<file path="config.mk">
export PLATFORM = sky130hd
export DESIGN_NAME = serial_link_prbs_bist
export DESIGN_NICKNAME = d
export VERILOG_FILES = /design/src/rtl/END_UNUSED.v /design/src/rtl/prbs7_word.v /design/src/rtl/serial_link_prbs_bist.v
export VERILOG_INCLUDE_DIRS = /design/src /design/src/rtl
export SDC_FILE = /design/constraint.sdc
export NUM_CORES = 1
export LEC_CHECK = 0
export BUFFER_PORTS_ARGS = -buffer_cell sky130_fd_sc_hd__buf_2
export CORE_ASPECT_RATIO = 0.75
export CORE_MARGIN = 5
export CORE_UTILIZATION = 47
export CTS_BUF_LIST = sky130_fd_sc_hd__clkbuf_16
export DETAILED_ROUTE_END_ITERATION = 10
export GPL_TIMING_DRIVEN = 0
export HOLD_SLACK_MARGIN = 0.02
export PLACE_DENSITY = 0.66
export SLEW_MARGIN = 40
export SYNTH_ARGS = -nofsm -noshare
export SYNTH_HDL_FRONTEND = slang
export SYNTH_SLANG_ARGS = --single-unit
</file>
<file path="constraint.sdc">
create_clock -name clk_i -period 7.38 [get_ports clk_i]
set_input_delay 0.738 -clock clk_i [delete_from_list [all_inputs] [get_ports clk_i]]
set_output_delay 0.738 -clock clk_i [all_outputs]
set_load 0.01 [all_outputs]
</file>
<file path="src/rtl/prbs_bist_defs.vh">
`ifndef PRBS_BIST_DEFS_VH
`define PRBS_BIST_DEFS_VH

// Register map of the plain register port
`define REG_ADDR_W          4
`define REG_DATA_W          16
`define REG_CTRL            4'h0
`define REG_STATUS          4'h1
`define REG_ERRCNT          4'h2
`define REG_LINK_PERIOD     4'h3

// Control register fields
`define CTRL_RESTART_BIT    0
`define CTRL_CLKBIT_CHK_BIT 1
`define CTRL_RESET_VAL      16'h0002

// Status register fields
`define STAT_VERDICT_BIT    0
`define STAT_LOCK_BIT       1
`define STAT_CHECKING_BIT   2
`define STAT_SYNCED_BIT     3
`define STAT_TEST_CMD_BIT   4
`define STAT_HOLDING_BIT    5

// Link word layout
`define PAYLOAD_W           24
`define CTRL_W              3
`define PRBS_W              7
`define PRBS_SEED           7'h7F

// Checker and lock timing
`define SYNC_WORDS          2'h2
`define LOCK_GOOD_WORDS     4'h4
`define CLK_PERIOD_NS       40
`define LOCK_TIMEOUT_NS     2000
`define LOCK_TIMEOUT_CYC    ((`LOCK_TIMEOUT_NS + `CLK_PERIOD_NS - 1) / `CLK_PERIOD_NS)

`endif

</file>
<file path="src/rtl/END_UNUSED.v">
`timescale 1ns/1ps
`default_nettype none
`default_nettype wire

</file>
<file path="src/rtl/prbs7_word.v">
`timescale 1ns/1ps
`default_nettype none
`include "prbs_bist_defs.vh"

// Advances a PRBS7 (x^7 + x^6 + 1) register by one whole payload word.
// The first bit produced lands in word_o[23], the last in word_o[0], so the
// register after the word equals word_o[6:0]; a checker can reseed from it.
module prbs7_word
(
	input  wire [`PRBS_W-1:0]    state_i,
	output reg  [`PAYLOAD_W-1:0] word_o,
	output wire [`PRBS_W-1:0]    state_nxt_o
);

	reg [`PRBS_W-1:0] s;
	reg               fb;
	integer           i;

	always @*
	begin
		s = state_i;
		fb = 1'b0;
		word_o = {`PAYLOAD_W{1'b0}};
		for (i = `PAYLOAD_W - 1; i >= 0; i = i - 1)
		begin
			fb = s[6] ^ s[5];
			s = {s[5:0], fb};
			word_o[i] = fb;
		end
	end

	assign state_nxt_o = word_o[`PRBS_W-1:0];

endmodule // prbs7_word

`default_nettype wire

</file>
<file path="src/rtl/serial_link_prbs_bist.v">
`timescale 1ns/1ps
`default_nettype none
`include "prbs_bist_defs.vh"

module serial_link_prbs_bist
(
	input  wire                   clk_i,
	input  wire                   reset_n_i,
	input  wire                   power_down_i,
	input  wire                   ser_self_test_enable_i,
	input  wire                   des_self_test_enable_i,
	input  wire                   parallel_input_clock_i,
	input  wire [`PAYLOAD_W-1:0]  par_data_i,
	input  wire [`CTRL_W-1:0]     par_ctrl_i,
	output reg                    link_clock_o,
	output reg  [`PAYLOAD_W-1:0]  link_data_o,
	output reg  [`CTRL_W-1:0]     link_ctrl_o,
	output reg                    link_test_cmd_o,
	output reg                    embedded_clock_bit_high_o,
	output reg                    embedded_clock_bit_low_o,
	input  wire                   rx_link_clock_i,
	input  wire [`PAYLOAD_W-1:0]  rx_data_i,
	input  wire [`CTRL_W-1:0]     rx_ctrl_i,
	input  wire                   rx_test_cmd_i,
	input  wire                   rx_embedded_clock_bit_high_i,
	input  wire                   rx_embedded_clock_bit_low_i,
	output reg  [`PAYLOAD_W-1:0]  out_data_o,
	output reg  [`CTRL_W-1:0]     out_ctrl_o,
	output reg                    out_oe_n_o,
	output reg                    result_o,
	output reg                    lock_o,
	input  wire [`REG_ADDR_W-1:0] reg_addr_i,
	input  wire [`REG_DATA_W-1:0] reg_wdata_i,
	input  wire                   reg_wr_i,
	input  wire                   reg_rd_i,
	output reg  [`REG_DATA_W-1:0] reg_rdata_o
);

	localparam ST_IDLE  = 2'h0;
	localparam ST_CHECK = 2'h1;
	localparam ST_HOLD  = 2'h2;
	localparam RXW      = `PAYLOAD_W + `CTRL_W + 3;
	localparam TXW      = `PAYLOAD_W + `CTRL_W + 1;
	localparam integer LOCK_TO_CYC = `LOCK_TIMEOUT_CYC;
	localparam [7:0]   LOCK_TO     = LOCK_TO_CYC[7:0];

	// Two-flop synchronisers on every link and mode pin, not on reset or the register port; stage 1 is read only by stage 2.
	// Bus and strobe are synchronised alike, so the link clock must be slow
	// against clk_i for the sampled word to be settled at its edge.
	reg [4:0]     ctl_s1_r;
	reg [4:0]     ctl_s2_r;
	reg [TXW-1:0] tx_s1_r;
	reg [TXW-1:0] tx_s2_r;
	reg [RXW-1:0] rx_s1_r;
	reg [RXW-1:0] rx_s2_r;
	reg           par_clk_d_r;
	reg           rx_clk_d_r;

	wire pwr_down   = ctl_s2_r[0];
	wire ser_en     = ctl_s2_r[1];
	wire des_en     = ctl_s2_r[2];
	wire par_clk    = ctl_s2_r[3];
	wire rx_clk     = ctl_s2_r[4];
	wire par_rise   = par_clk & ~par_clk_d_r;
	wire rx_rise    = rx_clk & ~rx_clk_d_r;
	wire [`PAYLOAD_W-1:0] rx_word = rx_s2_r[RXW-1 -: `PAYLOAD_W];
	wire [`CTRL_W-1:0]    rx_ctl  = rx_s2_r[5:3];
	wire rx_cmd     = rx_s2_r[2];
	wire rx_cb_high = rx_s2_r[1];
	wire rx_cb_low  = rx_s2_r[0];

	always @(posedge clk_i)
	begin
		if (!reset_n_i)
		begin
			ctl_s1_r    <= 5'h00;
			ctl_s2_r    <= 5'h00;
			tx_s1_r     <= {TXW{1'b0}};
			tx_s2_r     <= {TXW{1'b0}};
			rx_s1_r     <= {RXW{1'b0}};
			rx_s2_r     <= {RXW{1'b0}};
			par_clk_d_r <= 1'b0;
			rx_clk_d_r  <= 1'b0;
		end
		else
		begin
			ctl_s1_r    <= {rx_link_clock_i, parallel_input_clock_i, des_self_test_enable_i,
			                ser_self_test_enable_i, power_down_i};
			ctl_s2_r    <= ctl_s1_r;
			tx_s1_r     <= {par_data_i, par_ctrl_i, 1'b0};
			tx_s2_r     <= tx_s1_r;
			rx_s1_r     <= {rx_data_i, rx_ctrl_i, rx_test_cmd_i,
			                rx_embedded_clock_bit_high_i, rx_embedded_clock_bit_low_i};
			rx_s2_r     <= rx_s1_r;
			par_clk_d_r <= par_clk;
			rx_clk_d_r  <= rx_clk;
		end
	end

	// Serializer: PRBS words are cut from the parallel clock, so no word moves without it.
	reg  [`PRBS_W-1:0]    gen_state_r;
	wire [`PAYLOAD_W-1:0] gen_word;
	wire [`PRBS_W-1:0]    gen_state_nxt;

	prbs7_word u_gen
	(
		.state_i     (gen_state_r),
		.word_o      (gen_word),
		.state_nxt_o (gen_state_nxt)
	);

	always @(posedge clk_i)
	begin
		if (!reset_n_i || pwr_down)
		begin
			gen_state_r               <= `PRBS_SEED;
			link_data_o               <= {`PAYLOAD_W{1'b0}};
			link_ctrl_o               <= {`CTRL_W{1'b0}};
			link_test_cmd_o           <= 1'b0;
			link_clock_o              <= 1'b0;
			embedded_clock_bit_high_o <= 1'b0;
			embedded_clock_bit_low_o  <= 1'b0;
		end
		else
		begin
			// Clock rises one cycle after the word so the far end samples settled data
			link_clock_o              <= par_clk_d_r;
			embedded_clock_bit_high_o <= 1'b1;
			embedded_clock_bit_low_o  <= 1'b0;
			if (par_rise)
			begin
				if (ser_en)
				begin
					link_data_o     <= gen_word;
					link_ctrl_o     <= {`CTRL_W{1'b0}};
					link_test_cmd_o <= 1'b1;
					gen_state_r     <= gen_state_nxt;
				end
				else
				begin
					link_data_o     <= tx_s2_r[TXW-1 -: `PAYLOAD_W];
					link_ctrl_o     <= tx_s2_r[`CTRL_W:1];
					link_test_cmd_o <= 1'b0;
					gen_state_r     <= `PRBS_SEED;
				end
			end
		end
	end

	// Register file
	reg  [`REG_DATA_W-1:0] ctrl_r;
	reg  [`REG_DATA_W-1:0] err_cnt_r;
	reg  [7:0]             period_r;
	wire                   restart = reg_wr_i && (reg_addr_i == `REG_CTRL) &&
	                                 reg_wdata_i[`CTRL_RESTART_BIT];

	// Lock: embedded clock bits checked per word, plus a watchdog on the link clock
	reg  [7:0] idle_cnt_r;
	reg  [3:0] good_cnt_r;
	wire       cb_bad = ctrl_r[`CTRL_CLKBIT_CHK_BIT] && !(rx_cb_high && !rx_cb_low);

	always @(posedge clk_i)
	begin
		if (!reset_n_i || pwr_down)
		begin
			idle_cnt_r <= 8'h00;
			good_cnt_r <= 4'h0;
			lock_o     <= 1'b0;
		end
		else if (rx_rise)
		begin
			idle_cnt_r <= 8'h00;
			if (cb_bad)
			begin
				good_cnt_r <= 4'h0;
				lock_o     <= 1'b0;
			end
			else if (good_cnt_r == `LOCK_GOOD_WORDS)
				lock_o     <= 1'b1;
			else
				good_cnt_r <= good_cnt_r + 4'h1;
		end
		else if (idle_cnt_r == LOCK_TO)
		begin
			good_cnt_r <= 4'h0;
			lock_o     <= 1'b0;
		end
		else
			idle_cnt_r <= idle_cnt_r + 8'h01;
	end

	// Deserializer checker
	reg  [1:0]            state_r;
	reg  [1:0]            sync_cnt_r;
	reg  [`PRBS_W-1:0]    seed_r;
	reg                   err_seen_r;
	reg                   cmd_seen_r;
	reg  [7:0]            per_cnt_r;
	reg  [6:0]            low_cnt_r;
	wire [`PAYLOAD_W-1:0] exp_word;
	wire [`PRBS_W-1:0]    exp_state_nxt;
	wire                  synced = (sync_cnt_r == `SYNC_WORDS);
	wire                  word_bad = (exp_word != rx_word);

	prbs7_word u_chk
	(
		.state_i     (seed_r),
		.word_o      (exp_word),
		.state_nxt_o (exp_state_nxt)
	);

	always @(posedge clk_i)
	begin
		if (!reset_n_i || pwr_down || restart)
		begin
			state_r    <= ST_IDLE;
			sync_cnt_r <= 2'h0;
			seed_r     <= `PRBS_SEED;
			err_seen_r <= 1'b0;
			err_cnt_r  <= {`REG_DATA_W{1'b0}};
			low_cnt_r  <= 7'h00;
		end
		else
		begin
			if (low_cnt_r != 7'h00)
				low_cnt_r <= low_cnt_r - 7'h01;
			// Once synced the checker runs on its own sequence, so one bad word counts once
			if (rx_rise && rx_cmd && (state_r == ST_CHECK) && synced)
				seed_r <= exp_state_nxt;
			else if (rx_rise && rx_cmd)
				seed_r <= rx_word[`PRBS_W-1:0];
			case (state_r)
				ST_IDLE, ST_HOLD:
				begin
					if (des_en)
					begin
						state_r    <= ST_CHECK;
						sync_cnt_r <= 2'h0;
						err_seen_r <= 1'b0;
						err_cnt_r  <= {`REG_DATA_W{1'b0}};
					end
				end
				ST_CHECK:
				begin
					if (!des_en)
						state_r <= ST_HOLD;
					else if (rx_rise && rx_cmd)
					begin
						if (!synced)
							sync_cnt_r <= word_bad ? 2'h0 : sync_cnt_r + 2'h1;
						else if (word_bad)
						begin
							// Any mismatch in a 24-bit word is 1 to 24 bit errors
							err_seen_r <= 1'b1;
							// At least one cycle even before a period has been measured
							low_cnt_r  <= (period_r[7:1] == 7'h00) ? 7'h01 : period_r[7:1];
							if (err_cnt_r != {`REG_DATA_W{1'b1}})
								err_cnt_r <= err_cnt_r + 1'b1;
						end
					end
				end
				default:
					state_r <= ST_IDLE;
			endcase
		end
	end

	// Link clock period, measured so the error pulse tracks the real rate
	always @(posedge clk_i)
	begin
		if (!reset_n_i)
		begin
			per_cnt_r <= 8'h00;
			period_r  <= 8'h00;
		end
		else if (rx_rise)
		begin
			per_cnt_r <= 8'h01;
			period_r  <= per_cnt_r;
		end
		else if (per_cnt_r != 8'hFF)
			per_cnt_r <= per_cnt_r + 8'h01;
	end

	// Result pin and parallel outputs
	always @(posedge clk_i)
	begin
		if (!reset_n_i || pwr_down)
		begin
			result_o   <= 1'b1;
			out_oe_n_o <= 1'b1;
			cmd_seen_r <= 1'b0;
			out_data_o <= {`PAYLOAD_W{1'b0}};
			out_ctrl_o <= {`CTRL_W{1'b0}};
		end
		else
		begin
			if (state_r == ST_HOLD)
				result_o <= ~err_seen_r;
			else if (state_r == ST_CHECK)
				result_o <= (low_cnt_r == 7'h00);
			else
				result_o <= 1'b1;
			if (rx_rise)
			begin
				cmd_seen_r <= rx_cmd;
				if (!rx_cmd)
				begin
					out_data_o <= rx_word;
					out_ctrl_o <= rx_ctl;
				end
			end
			// Outputs stay off until lock, and while the test command is seen
			out_oe_n_o <= !lock_o || cmd_seen_r;
		end
	end

	always @(posedge clk_i)
	begin
		if (!reset_n_i)
		begin
			ctrl_r      <= `CTRL_RESET_VAL;
			reg_rdata_o <= {`REG_DATA_W{1'b0}};
		end
		else
		begin
			if (reg_wr_i && (reg_addr_i == `REG_CTRL))
				ctrl_r <= reg_wdata_i & (`REG_DATA_W'h1 << `CTRL_CLKBIT_CHK_BIT);
			reg_rdata_o <= {`REG_DATA_W{1'b0}};
			if (reg_rd_i)
			begin
				case (reg_addr_i)
					`REG_CTRL:        reg_rdata_o <= ctrl_r;
					`REG_STATUS:      reg_rdata_o <= {10'h000, (state_r == ST_HOLD), cmd_seen_r,
					                                  synced, (state_r == ST_CHECK), lock_o,
					                                  ~err_seen_r};
					`REG_ERRCNT:      reg_rdata_o <= err_cnt_r;
					`REG_LINK_PERIOD: reg_rdata_o <= {8'h00, period_r};
					default:          reg_rdata_o <= {`REG_DATA_W{1'b0}};
				endcase
			end
		end
	end

endmodule // serial_link_prbs_bist

`default_nettype wire

</file>
# Word level (Yosys, flattened, before mapping)
# Cells that the tools add are included.
dict set report op_classes {
  muxes 49
  eq_ne 21
  reduce_logical 34
  n_bitwise 55
  addsub 6
}
# cell n
set op_table {}
lappend op_table {{2-to-1 mux 16 bit} 6}
lappend op_table {{2-to-1 mux 7 bit} 10}
lappend op_table {{case mux 16 bit (4 select lines)} 1}
lappend op_table {{bitwise XOR 1 bit} 48}
lappend op_table {{case mux 16 bit (2 select lines)} 1}
lappend op_table {{2-to-1 mux 24 bit} 1}
lappend op_table {{!= test 24 bit} 1}
lappend op_table {{adder 16 x 1 -> 16 bit, second input constant} 1}
lappend op_table {{adder 8 x 1 -> 8 bit, second input constant} 2}
lappend op_table {{2-to-1 mux 4 bit} 4}
lappend op_table {{!= test 16 bit, second input constant} 1}
lappend op_table {{!= test 2 bit, second input constant} 8}
lappend op_table {{2-to-1 mux 1 bit} 15}
lappend op_table {{logical NOT 7 bit} 2}
lappend op_table {{2-to-1 mux 2 bit} 7}
lappend op_table {{AND reduction 2 bit} 5}
lappend op_table {{equality test 4 x 2 -> 1 bit, second input constant} 2}
lappend op_table {{equality test 8 x 6 -> 1 bit, second input constant} 1}
lappend op_table {{!= test 8 bit, second input constant} 1}
lappend op_table {{case mux 2 bit (2 select lines)} 2}
lappend op_table {{nonzero test 2 bit} 4}
lappend op_table {{logical AND 1 bit} 7}
lappend op_table {{AND reduction 7 bit} 1}
lappend op_table {{nonzero test 7 bit} 1}
lappend op_table {{20 further kinds} 33}
dict set report totals {
  output_inout_bits 77
  register_bits 276
}

# Logic depth before layout (Yosys ltp)
# Gate-level depths: netlist of run 1.
dict set report depth {
  ltp_word 10
  mapped_depth 10
}

# By module
# Synthesis of run 1 repeated with hierarchy kept, for this count alone.
dict set report unflattened {
  cells_unflattened 1108
  area_unflattened_um2 10676.5
}
# mod area_each_um2 cells_per_inst n_inst seq_area_each_um2
set modules_own_cells {}
lappend modules_own_cells {serial_link_prbs_bist 9908.3 1024 1 5485.3}
lappend modules_own_cells {prbs7_word 384.1 42 2 0.0}

# Worst setup path after synthesis of run 1
# No wires, ideal clock.
dict set report synth_timing {
  path_kind {register -> register}
  from {register seed_r[2]}
  to {register low_cnt_r[5]}
  path_stages_with_launch 10
  t_arrival_ns 2.287
  path_buffers 2
  setup_time_ns 0.071
  synth_period_minus_slack_ns 2.357
  setup_slack_ns 5.023
  required_time_ns 7.309
  path_cell_list {dfxtp_1 -> buf_2 -> xnor2_1 -> xnor2_1 -> or3_1 -> a211oi_4 -> a311oi_1 -> buf_6 -> or3_1 -> a21oi_1}
}
dict set report synth_via {
  elab_chain_cells 10
  word_cells_on_any_way 18
}
# element line_no
set synth_lines {}
lappend synth_lines {{start, declared} serial_link_prbs_bist.v:195} ;# reg [`PRBS_W-1:0] seed_r;
lappend synth_lines {{start signal, assigned} serial_link_prbs_bist.v:218} ;# seed_r <= `PRBS_SEED;
lappend synth_lines {{start signal, assigned} serial_link_prbs_bist.v:229} ;# seed_r <= exp_state_nxt;
lappend synth_lines {{start signal, assigned} serial_link_prbs_bist.v:231} ;# seed_r <= rx_word[`PRBS_W-1:0];
lappend synth_lines {{bitwise XOR 1 bit (4 in a row)} prbs7_word.v:26} ;# fb = s[6] ^ s[5];
lappend synth_lines {{!= test 24 bit (*)} serial_link_prbs_bist.v:203} ;# wire word_bad = (exp_word != rx_word);
lappend synth_lines {{2-to-1 mux 7 bit (*)} serial_link_prbs_bist.v:251} ;# else if (word_bad)
lappend synth_lines {{2-to-1 mux 7 bit (*)} serial_link_prbs_bist.v:249} ;# if (!synced)
lappend synth_lines {{2-to-1 mux 7 bit (*)} serial_link_prbs_bist.v:247} ;# else if (rx_rise && rx_cmd)
lappend synth_lines {{2-to-1 mux 7 bit (*)} serial_link_prbs_bist.v:245} ;# if (!des_en)
lappend synth_lines {{2-to-1 mux 7 bit (*)} serial_link_prbs_bist.v:232} ;# case (state_r)
lappend synth_lines {{end signal, assigned} serial_link_prbs_bist.v:226} ;# low_cnt_r <= low_cnt_r - 7'h01;
lappend synth_lines {{end signal, assigned} serial_link_prbs_bist.v:256} ;# low_cnt_r <= (period_r[7:1] == 7'h00) ? 7'h01 : period_r[7:1];
lappend synth_lines {{end, declared} serial_link_prbs_bist.v:199} ;# reg [6:0] low_cnt_r;
# Mark *: on every way between the ends. The rest lies on a longest branch, timed or not.
# A chain may end at the register's enable or synchronous reset.

# Worst setup path in the final report of run 1
dict set report layout_timing {
  from {register rx_clk_d_r}
  to {register err_cnt_r[12]}
}
dict set report layout_via {
  elab_chain_cells 5
}
# element line_no
set layout_lines {}
lappend layout_lines {{start, declared} serial_link_prbs_bist.v:57} ;# reg rx_clk_d_r;
lappend layout_lines {{start signal, assigned} serial_link_prbs_bist.v:96} ;# rx_clk_d_r <= rx_clk;
lappend layout_lines {{inverter 1 bit} serial_link_prbs_bist.v:65} ;# wire rx_rise = rx_clk & ~rx_clk_d_r;
lappend layout_lines {{bitwise AND 1 bit} serial_link_prbs_bist.v:65}
lappend layout_lines {{logical AND 1 bit} serial_link_prbs_bist.v:247}
lappend layout_lines {{!= test 2 bit (no source line)} n/a}
lappend layout_lines {{AND reduction 7 bit (no source line)} n/a}
lappend layout_lines {{end signal, assigned} serial_link_prbs_bist.v:220} ;# err_cnt_r <= {`REG_DATA_W{1'b0}};
lappend layout_lines {{end signal, assigned} serial_link_prbs_bist.v:240} ;# err_cnt_r <= {`REG_DATA_W{1'b0}};
lappend layout_lines {{end signal, assigned} serial_link_prbs_bist.v:258} ;# err_cnt_r <= err_cnt_r + 1'b1;
lappend layout_lines {{end, declared} serial_link_prbs_bist.v:152} ;# reg [`REG_DATA_W-1:0] err_cnt_r;
# No other way between the ends.

==> metrics.cfg, run 1 <==
[run_status]
status=finished, final reports clean

[drt]
wl_um=25630
drt_iter0_drc=574
vias_per_cell=5.083
routedWlPerCell_um=15.75
num_vias=8270
drcViolationCount=0
drtAntennaViolNets=0
drt_first_pass_iters=5

[synthesis]
yosysTopAreaCellShare=0.5217
synthArstFlopShare=0
synth.area.top_cells=dfxtp_1 52%, and2_1 8.3%, nand2_1 5.2%
ys_seq_area_frac=0.5217
syn_inst=1142
synth-main-ff-cell=dfxtp_1
yosys_warnings=0
synthDistinctLibCells=59
synth_fa_ha_area_frac=0.009519
synthSimpleGateAreaFrac=0.2311
synth_seq_cells=274
syn_avg_cell_area_um2=9.208
synth_top_family_by_area=simple AND/OR/NAND/NOR gates
synth_compound_area_frac=0.1195
synth_xor_area_frac=0.06640
synth_edf_count=0
yosys.area.top_type=dfxtp_1
synth_mux_area_frac=0.01737
synth_area_um2=10520
synth_fp_nets=1236

[die]
die_w_um=182.7
ios=163
rows=47
die_h_um=139.5
core_um2=22050
die-area_um2=25500
initial_core_util=0.4768

[clock_tree]
cts.sinks=274
clockRootBuffer=clkbuf_16
clk_path_buf_depth=3
ctsHoldBuffers=0
postCtsResizedCells=0
h-tree-depth=1
numCtsBuffers=26
clock_latency_ns=0.54
cts_setup_buffers=0
cts_tree=yes
clk_pin_slew_worst_paths_ns=0.06

[grt]
gr-total-overflow=0
track_usage=0.1958
grt_pass1_wl_um=41100
grt_pass1_vias=7784
grt_max_degree=15
antenna_found_initial=0

[worst_setup_path]
critPathLaunchType=flop
critPathMaxFanout=10
crit_arrival_ns=3.25
crit_start=rx_clk_d_r
cp.required_ns=7.84
path_class=reg -> reg
reg2reg_slack_ns=4.59
r2r_cells=8
end_kind=flop
r2r_end=err_cnt_r[12]
crit_end=err_cnt_r[12]
worstReg2RegStart=rx_clk_d_r

[placement]
pre_cts_slack_ns=4.240
gp_congestion=0.8688
portBuffers=146
dp_hpwl_um=18950

[timing]
setup_viol=0
fin_skew_ns=0.02460
hold_viol_final=0
drv_slew=0
slew_headroom=0.4457
period_share=0.3779
whs_ns=0.3981
fin_crit_ns=2.789
final.setup.tns_ns=0
max_freq_mhz=358.5
layout_setup_ws_ns=4.591
tightestPinTransition_ns=0.8315
rsz0062_at_grt=false

[final_layout]
fin_util=0.5616
finalNetCount=1410
synthToLayoutAreaGrowth_pct=17.79
drive_above_1_share=0.1545
antenna_cells=0

[power]
powerDensity_nw_per_um2=244.6
finalPower_uw=3030
leakage_uw=0.004987
ir_drop_mv=0.1625

[job]
max-cap-violations=0

[min_path]
hold_class=in -> reg

==> cell type report <==
class	instances	area [um^2]
tap	294	367.9
sequential	274	5485
multi-input combinational	782	4673
clock inverter	19	118.9
buffer	69	295.3
inverter	17	63.81
timing repair buffer	146	730.7
clock buffer	26	650.6
fill	2083	9667
==> flip-flops by register name (all words and copies together), names as in the netlist, 2 cells and up <==
signal,count
ctl_s1_r,5
ctl_s2_r,5
err_cnt_r,16
gen_state_r,7
good_cnt_r,4
idle_cnt_r,8
link_ctrl_o,3
link_data_o,24
low_cnt_r,7
out_ctrl_o,3
out_data_o,24
per_cnt_r,8
period_r,8
reg_rdata_o,16
rx_s1_r,30
rx_s2_r,30
seed_r,7
state_r,2
sync_cnt_r,2
tx_s1_r,27
tx_s2_r,27
==> critical path, stage by stage (launching register included) <==
cell and delay (ns):
dfxtp_1 0.32, nand3b_1 0.38, nor3_1 0.48, a21boi_1 0.43, or2_2 0.20, nand2_1 0.09
clkbuf_1 0.22, or4_1 0.44, a21oi_1 0.15
==> layout by cell type, fill, tap and decap left out, types with 4 or more instances in the layout <==
cell       instances
xnor2_1           36
nand4_1            9
a22oi_1            5
or4_1              8
nor3_1            11
buf_2            151
a211oi_1          26
dfxtp_1          274
buf_4              4
a31oi_1            5
nand3b_1           4
ha_1               8
nand2_1          145
a21oi_1           85
nor2_1            94
nor4_1             6
or3_1             11
o21ai_0           19
o21a_1             4
inv_1             24
mux2i_1           16
clkbuf_16         26
nor2b_1            6
nand2b_1           8
clkbuf_1          54
buf_1              4
nand3_1           19
xor2_1            31
a21boi_0           9
o211ai_1           4
and3_1            13
o31ai_1            8
clkinv_2           7
and2_1           140
o22ai_1           15
==> per-stage QoR <==
step / cells / cell area [um^2]
finish: 1627 / 12390
global route: 1627 / 12390
CTS: 1627 / 12380
detailed placement: 1582 / 11610
global placement: 1582 / 11610
floorplan: 1142 / 10520
==> where the power goes <==
group	total [uW]	leakage, uW	internal (uW)	switching [uW]
Sequential	1560	0.00224	1530	30.1
Combinational	249	0.00234	105	143
Clock	1220	0.000411	672	548
==> cells in the mapped netlist, drive strengths merged, types with 2 or more instances <==
library cell / instances
or3: 11
xor2: 34
and4: 3
nand4b: 3
nand3b: 4
o21ai: 21
a21boi: 10
nor2b: 6
o22a: 3
a211oi: 27
clkbuf: 54
nor3: 11
and3: 13
ha: 8
or4: 8
nand2b: 8
o21a: 4
or2: 3
buf: 15
xnor2: 37
mux2i: 16
nor4: 6
a31oi: 5
o22ai: 15
a21oi: 86
a31o: 2
a22oi: 5
nand4: 9
inv: 17
nand3: 19
dfxtp: 274
nor2: 95
and2: 140
nand2: 145
o211ai: 4
o31ai: 8
==> worst min path at each step <==
stage / startpoint / endpoint / slack [ns] / cells past startpoint
after floorplan: cmd_seen_r / out_oe_n_o / 0.41 / 2
after global placement: rx_s1_r[29] / rx_s2_r[29] / 0.41 / 1
after detailed placement: rx_s1_r[23] / rx_s2_r[23] / 0.42 / 1
after CTS: par_data_i[4] / tx_s1_r[8] / 0.37 / 2
after global routing: par_data_i[9] / tx_s1_r[13] / 0.38 / 2
final: par_data_i[4] / tx_s1_r[8] / 0.40 / 2
==> layer usage <==
| metal | share of wire | GRT usage | vias to the layer above | wire length (um) |
|---|---|---|---|---|
| met5 | 0 | 0 | - | 0 |
| met4 | 0.018 | 0.04066 | 0 | 454 |
| met3 | 0.066 | 0.03731 | 37 | 1696 |
| met2 | 0.40 | 0.2800 | 214 | 10350 |
| met1 | 0.51 | 0.3060 | 3842 | 13130 |
| li1 | - | - | 4177 | - |
==> kinds of logic (layout without fill, tap and decap cells) <==
kind of cell / after synthesis / count (layout)
AOI/OAI and AO/OA: 199 / 199
xor gates and xnor gates: 72 / 72
adders and majority gates: 8 / 8
buffers and inverters: 86 / 277
DFF: 274 / 274
muxes: 17 / 17
other: 1 / 1
and+or+nand+nor: 485 / 485
No activity file was read; power rests on OpenSTA's default activity.
==> inputs of run 2 (changes only) <==
==> constraint.sdc (replaced) <==
create_clock -name clk_i -period 2.8 [get_ports clk_i]
set_input_delay 0.28 -clock clk_i [delete_from_list [all_inputs] [get_ports clk_i]]
set_output_delay 0.28 -clock clk_i [all_outputs]
set_load 0.01 [all_outputs]
==> run 2 against run 1 <==
- fmax is 6.5% higher
- sequential share of layout area is 2.2 points lower
- final area is 5.3% higher
- largest cell class unchanged
- total power grew to 2.7 times the previous value
- via count is 2.8% higher
- sequential power grew to 2.6 times the previous value
- non-clock buffer count is 65 higher
- register-to-register slack worse by 4.4 ns
- global-route usage is 0.59 points higher
- clock power grew to 2.6 times the previous value
- utilization is 3.0 points higher
- die area stayed put
==> metrics.cfg, run 2 (same netlist as run 1, synthesis figures left out) <==
[run_status]
status=finished, final reports clean

[worst_setup_path]
cpPeakStageDelay_ns=0.42  ; -0.06 ns
critPathLaunchType=flop
crit_path_cell_trace=buf_4, xor2_2, xnor2_1, or3_1, a211oi_4, and4_1, buf_2, clkbuf_4, or3_1, a21oi_1
crit_top_cell=or3_1
crit_arrival_ns=3.01  ; -0.24 ns
critPathSlowestCell=a211oi_4
end_kind=flop
crit_start=seed_r[5]
critPathMaxFanout=10  ; unchanged
path_class=reg -> reg
cp.required_ns=3.19  ; -4.65 ns
worstReg2RegStart=seed_r[5]

[die]
die-area_um2=25500  ; unchanged
core_um2=22050  ; unchanged
initial_core_util=0.4768  ; unchanged
rows=47  ; unchanged
ios=163  ; unchanged
die_w_um=182.7  ; unchanged
die_h_um=139.5  ; unchanged

[power]
powerDensity_nw_per_um2=617.6  ; +150%
ir_drop_mv=0.4302  ; +160%
leakage_uw=0.005266  ; +5.6%

[drt]
vias_per_cell=5.022  ; -1.2%
routedWlPerCell_um=15.53  ; -1.4%
num_vias=8498  ; +2.8%
wl_um=26280  ; +2.6%
drtAntennaViolNets=0  ; unchanged
drcViolationCount=0  ; unchanged
drt_iter0_drc=558  ; -2.8%
drt_first_pass_iters=5  ; unchanged

[grt]
grt_pass1_vias=8073  ; +3.7%
grt_pass1_wl_um=42410  ; +3.2%
gr-total-overflow=0  ; unchanged
grt_max_degree=15  ; unchanged
antenna_found_initial=0  ; unchanged
track_usage=0.2017  ; +0.005906

[timing]
tightestPinTransition_ns=0.8462  ; +0.01476 ns
setup_viol=0  ; unchanged
rsz0062_at_grt=false
fin_crit_ns=2.618  ; -0.1711 ns
layout_setup_ws_ns=0.1819  ; -4.409 ns
drv_slew=0  ; unchanged
final.setup.tns_ns=0  ; unchanged
hold_viol_final=0  ; unchanged
fin_skew_ns=0.02261  ; -0.001988 ns
period_share=0.9350  ; +0.5571
max_freq_mhz=382.0  ; +6.5%
slew_headroom=0.4359  ; -0.009837

[final_layout]
nFillCells=1988  ; -4.6%
final_common_cell=dfxtp_1
drive_above_1_share=0.1509  ; -0.003609
final_cell_mix=274 x dfxtp_1, 148 x buf_2, 145 x nand2_1, 140 x and2_1, 94 x nor2_1
reg.largest.list=rx_s1_r x30, rx_s2_r x30
finalNetCount=1475  ; +4.6%
antenna_cells=0  ; unchanged
synthToLayoutAreaGrowth_pct=24.06

[clock_tree]
clk_path_buf_depth=3  ; unchanged
clock_latency_ns=0.54  ; about the same
cts.sinks=274  ; unchanged
clockRootBuffer=clkbuf_16
clk_pin_slew_worst_paths_ns=0.06  ; about the same
cts_tree=yes
h-tree-depth=1  ; unchanged
numCtsBuffers=26  ; unchanged

[min_path]
hold_start=reg_rd_i
hold_class=in -> reg

[placement]
gp_congestion=0.8688  ; unchanged
pre_cts_slack_ns=0.02233  ; -4.217 ns
portBuffers=146  ; unchanged
dp_hpwl_um=18950  ; unchanged

[job]
max-cap-violations=0  ; unchanged

[run 2: changes by cell type in the layout (fill, tap and decap cells not counted), sizes merged]
cell	before	now
buf	161	162
clkbuf	80	82
dlygate4sd3	0	62
[run 2: per-stage QoR]
stage | cells | cell area, um^2 | total power, uW | util | hold slack, ns
final | 1692 | 13050 | 8057 | 0.5915 | 0.07583
after global routing | 1692 | 13050 | 8390 | 0.5915 | 0.07625
after CTS | 1689 | 13010 | 8124 | 0.5899 | 0.05337
after detailed placement | 1582 | 11610 | 4855 | 0.5266 | 0.4185
after global placement | 1582 | 11610 | 4837 | 0.5266 | 0.4141
after floorplan | 1142 | 10520 | 4640 | - | 0.4073
[run 2: what timing repair did]
item,4_1_cts,5_1_grt
endpoints found under the setup margin,1,12
pin swaps,0,2
hold buffers,62,0
resized for setup,1,5
buffers inserted,0,3
endpoints found under the hold margin,62,0
[run 2: worst paths after layout]
check              endpoint  depth (start not counted)  slack (ns)
max            err_cnt_r[0]                         10        0.18
min          reg_rdata_o[7]                          3        0.08
max reg2reg    err_cnt_r[0]                         10        0.18
min reg2reg      rx_s2_r[4]                          1        0.43
[run 2: routing by layer]
metal | share of wire | global-route usage | vias up
li1 | - | - | 4316
met1 | 0.50 | 0.3093 | 3924
met2 | 0.41 | 0.2976 | 219
met3 | 0.065 | 0.03705 | 39
met4 | 0.018 | 0.03987 | 0
met5 | 0 | 0 | -
[run 2: worst max-delay path: cells and delay by family (launching register included)]
| kind | cells | cell delay, ns |
|---|---|---|
| compound gates | 2 | 0.47 |
| xor+xnor | 2 | 0.32 |
| buf+inv | 3 | 0.59 |
| flops | 1 | 0.31 |
| simple gates | 3 | 0.78 |
[run 2: area by class of cell]
cell class	count	area, um^2	area share
Inverter	17	63.81	0.004892
Buffer	69	302.8	0.02321
Tap cell	294	367.9	0.02820
Multi-Input combinational cell	782	4682	0.3589
Clock buffer	26	650.6	0.04988
Clock inverter	19	118.9	0.009112
Sequential cell	274	5485	0.4205
Timing Repair Buffer	211	1374	0.1053
[run 2: report_power, final]
group	internal (uW)	leakage, uW	switching [uW]	total, uW
Sequential	4040	0.00224	79.3	4120
Combinational	336	0.00262	389	725
Clock	1770	0.000411	1450	3220
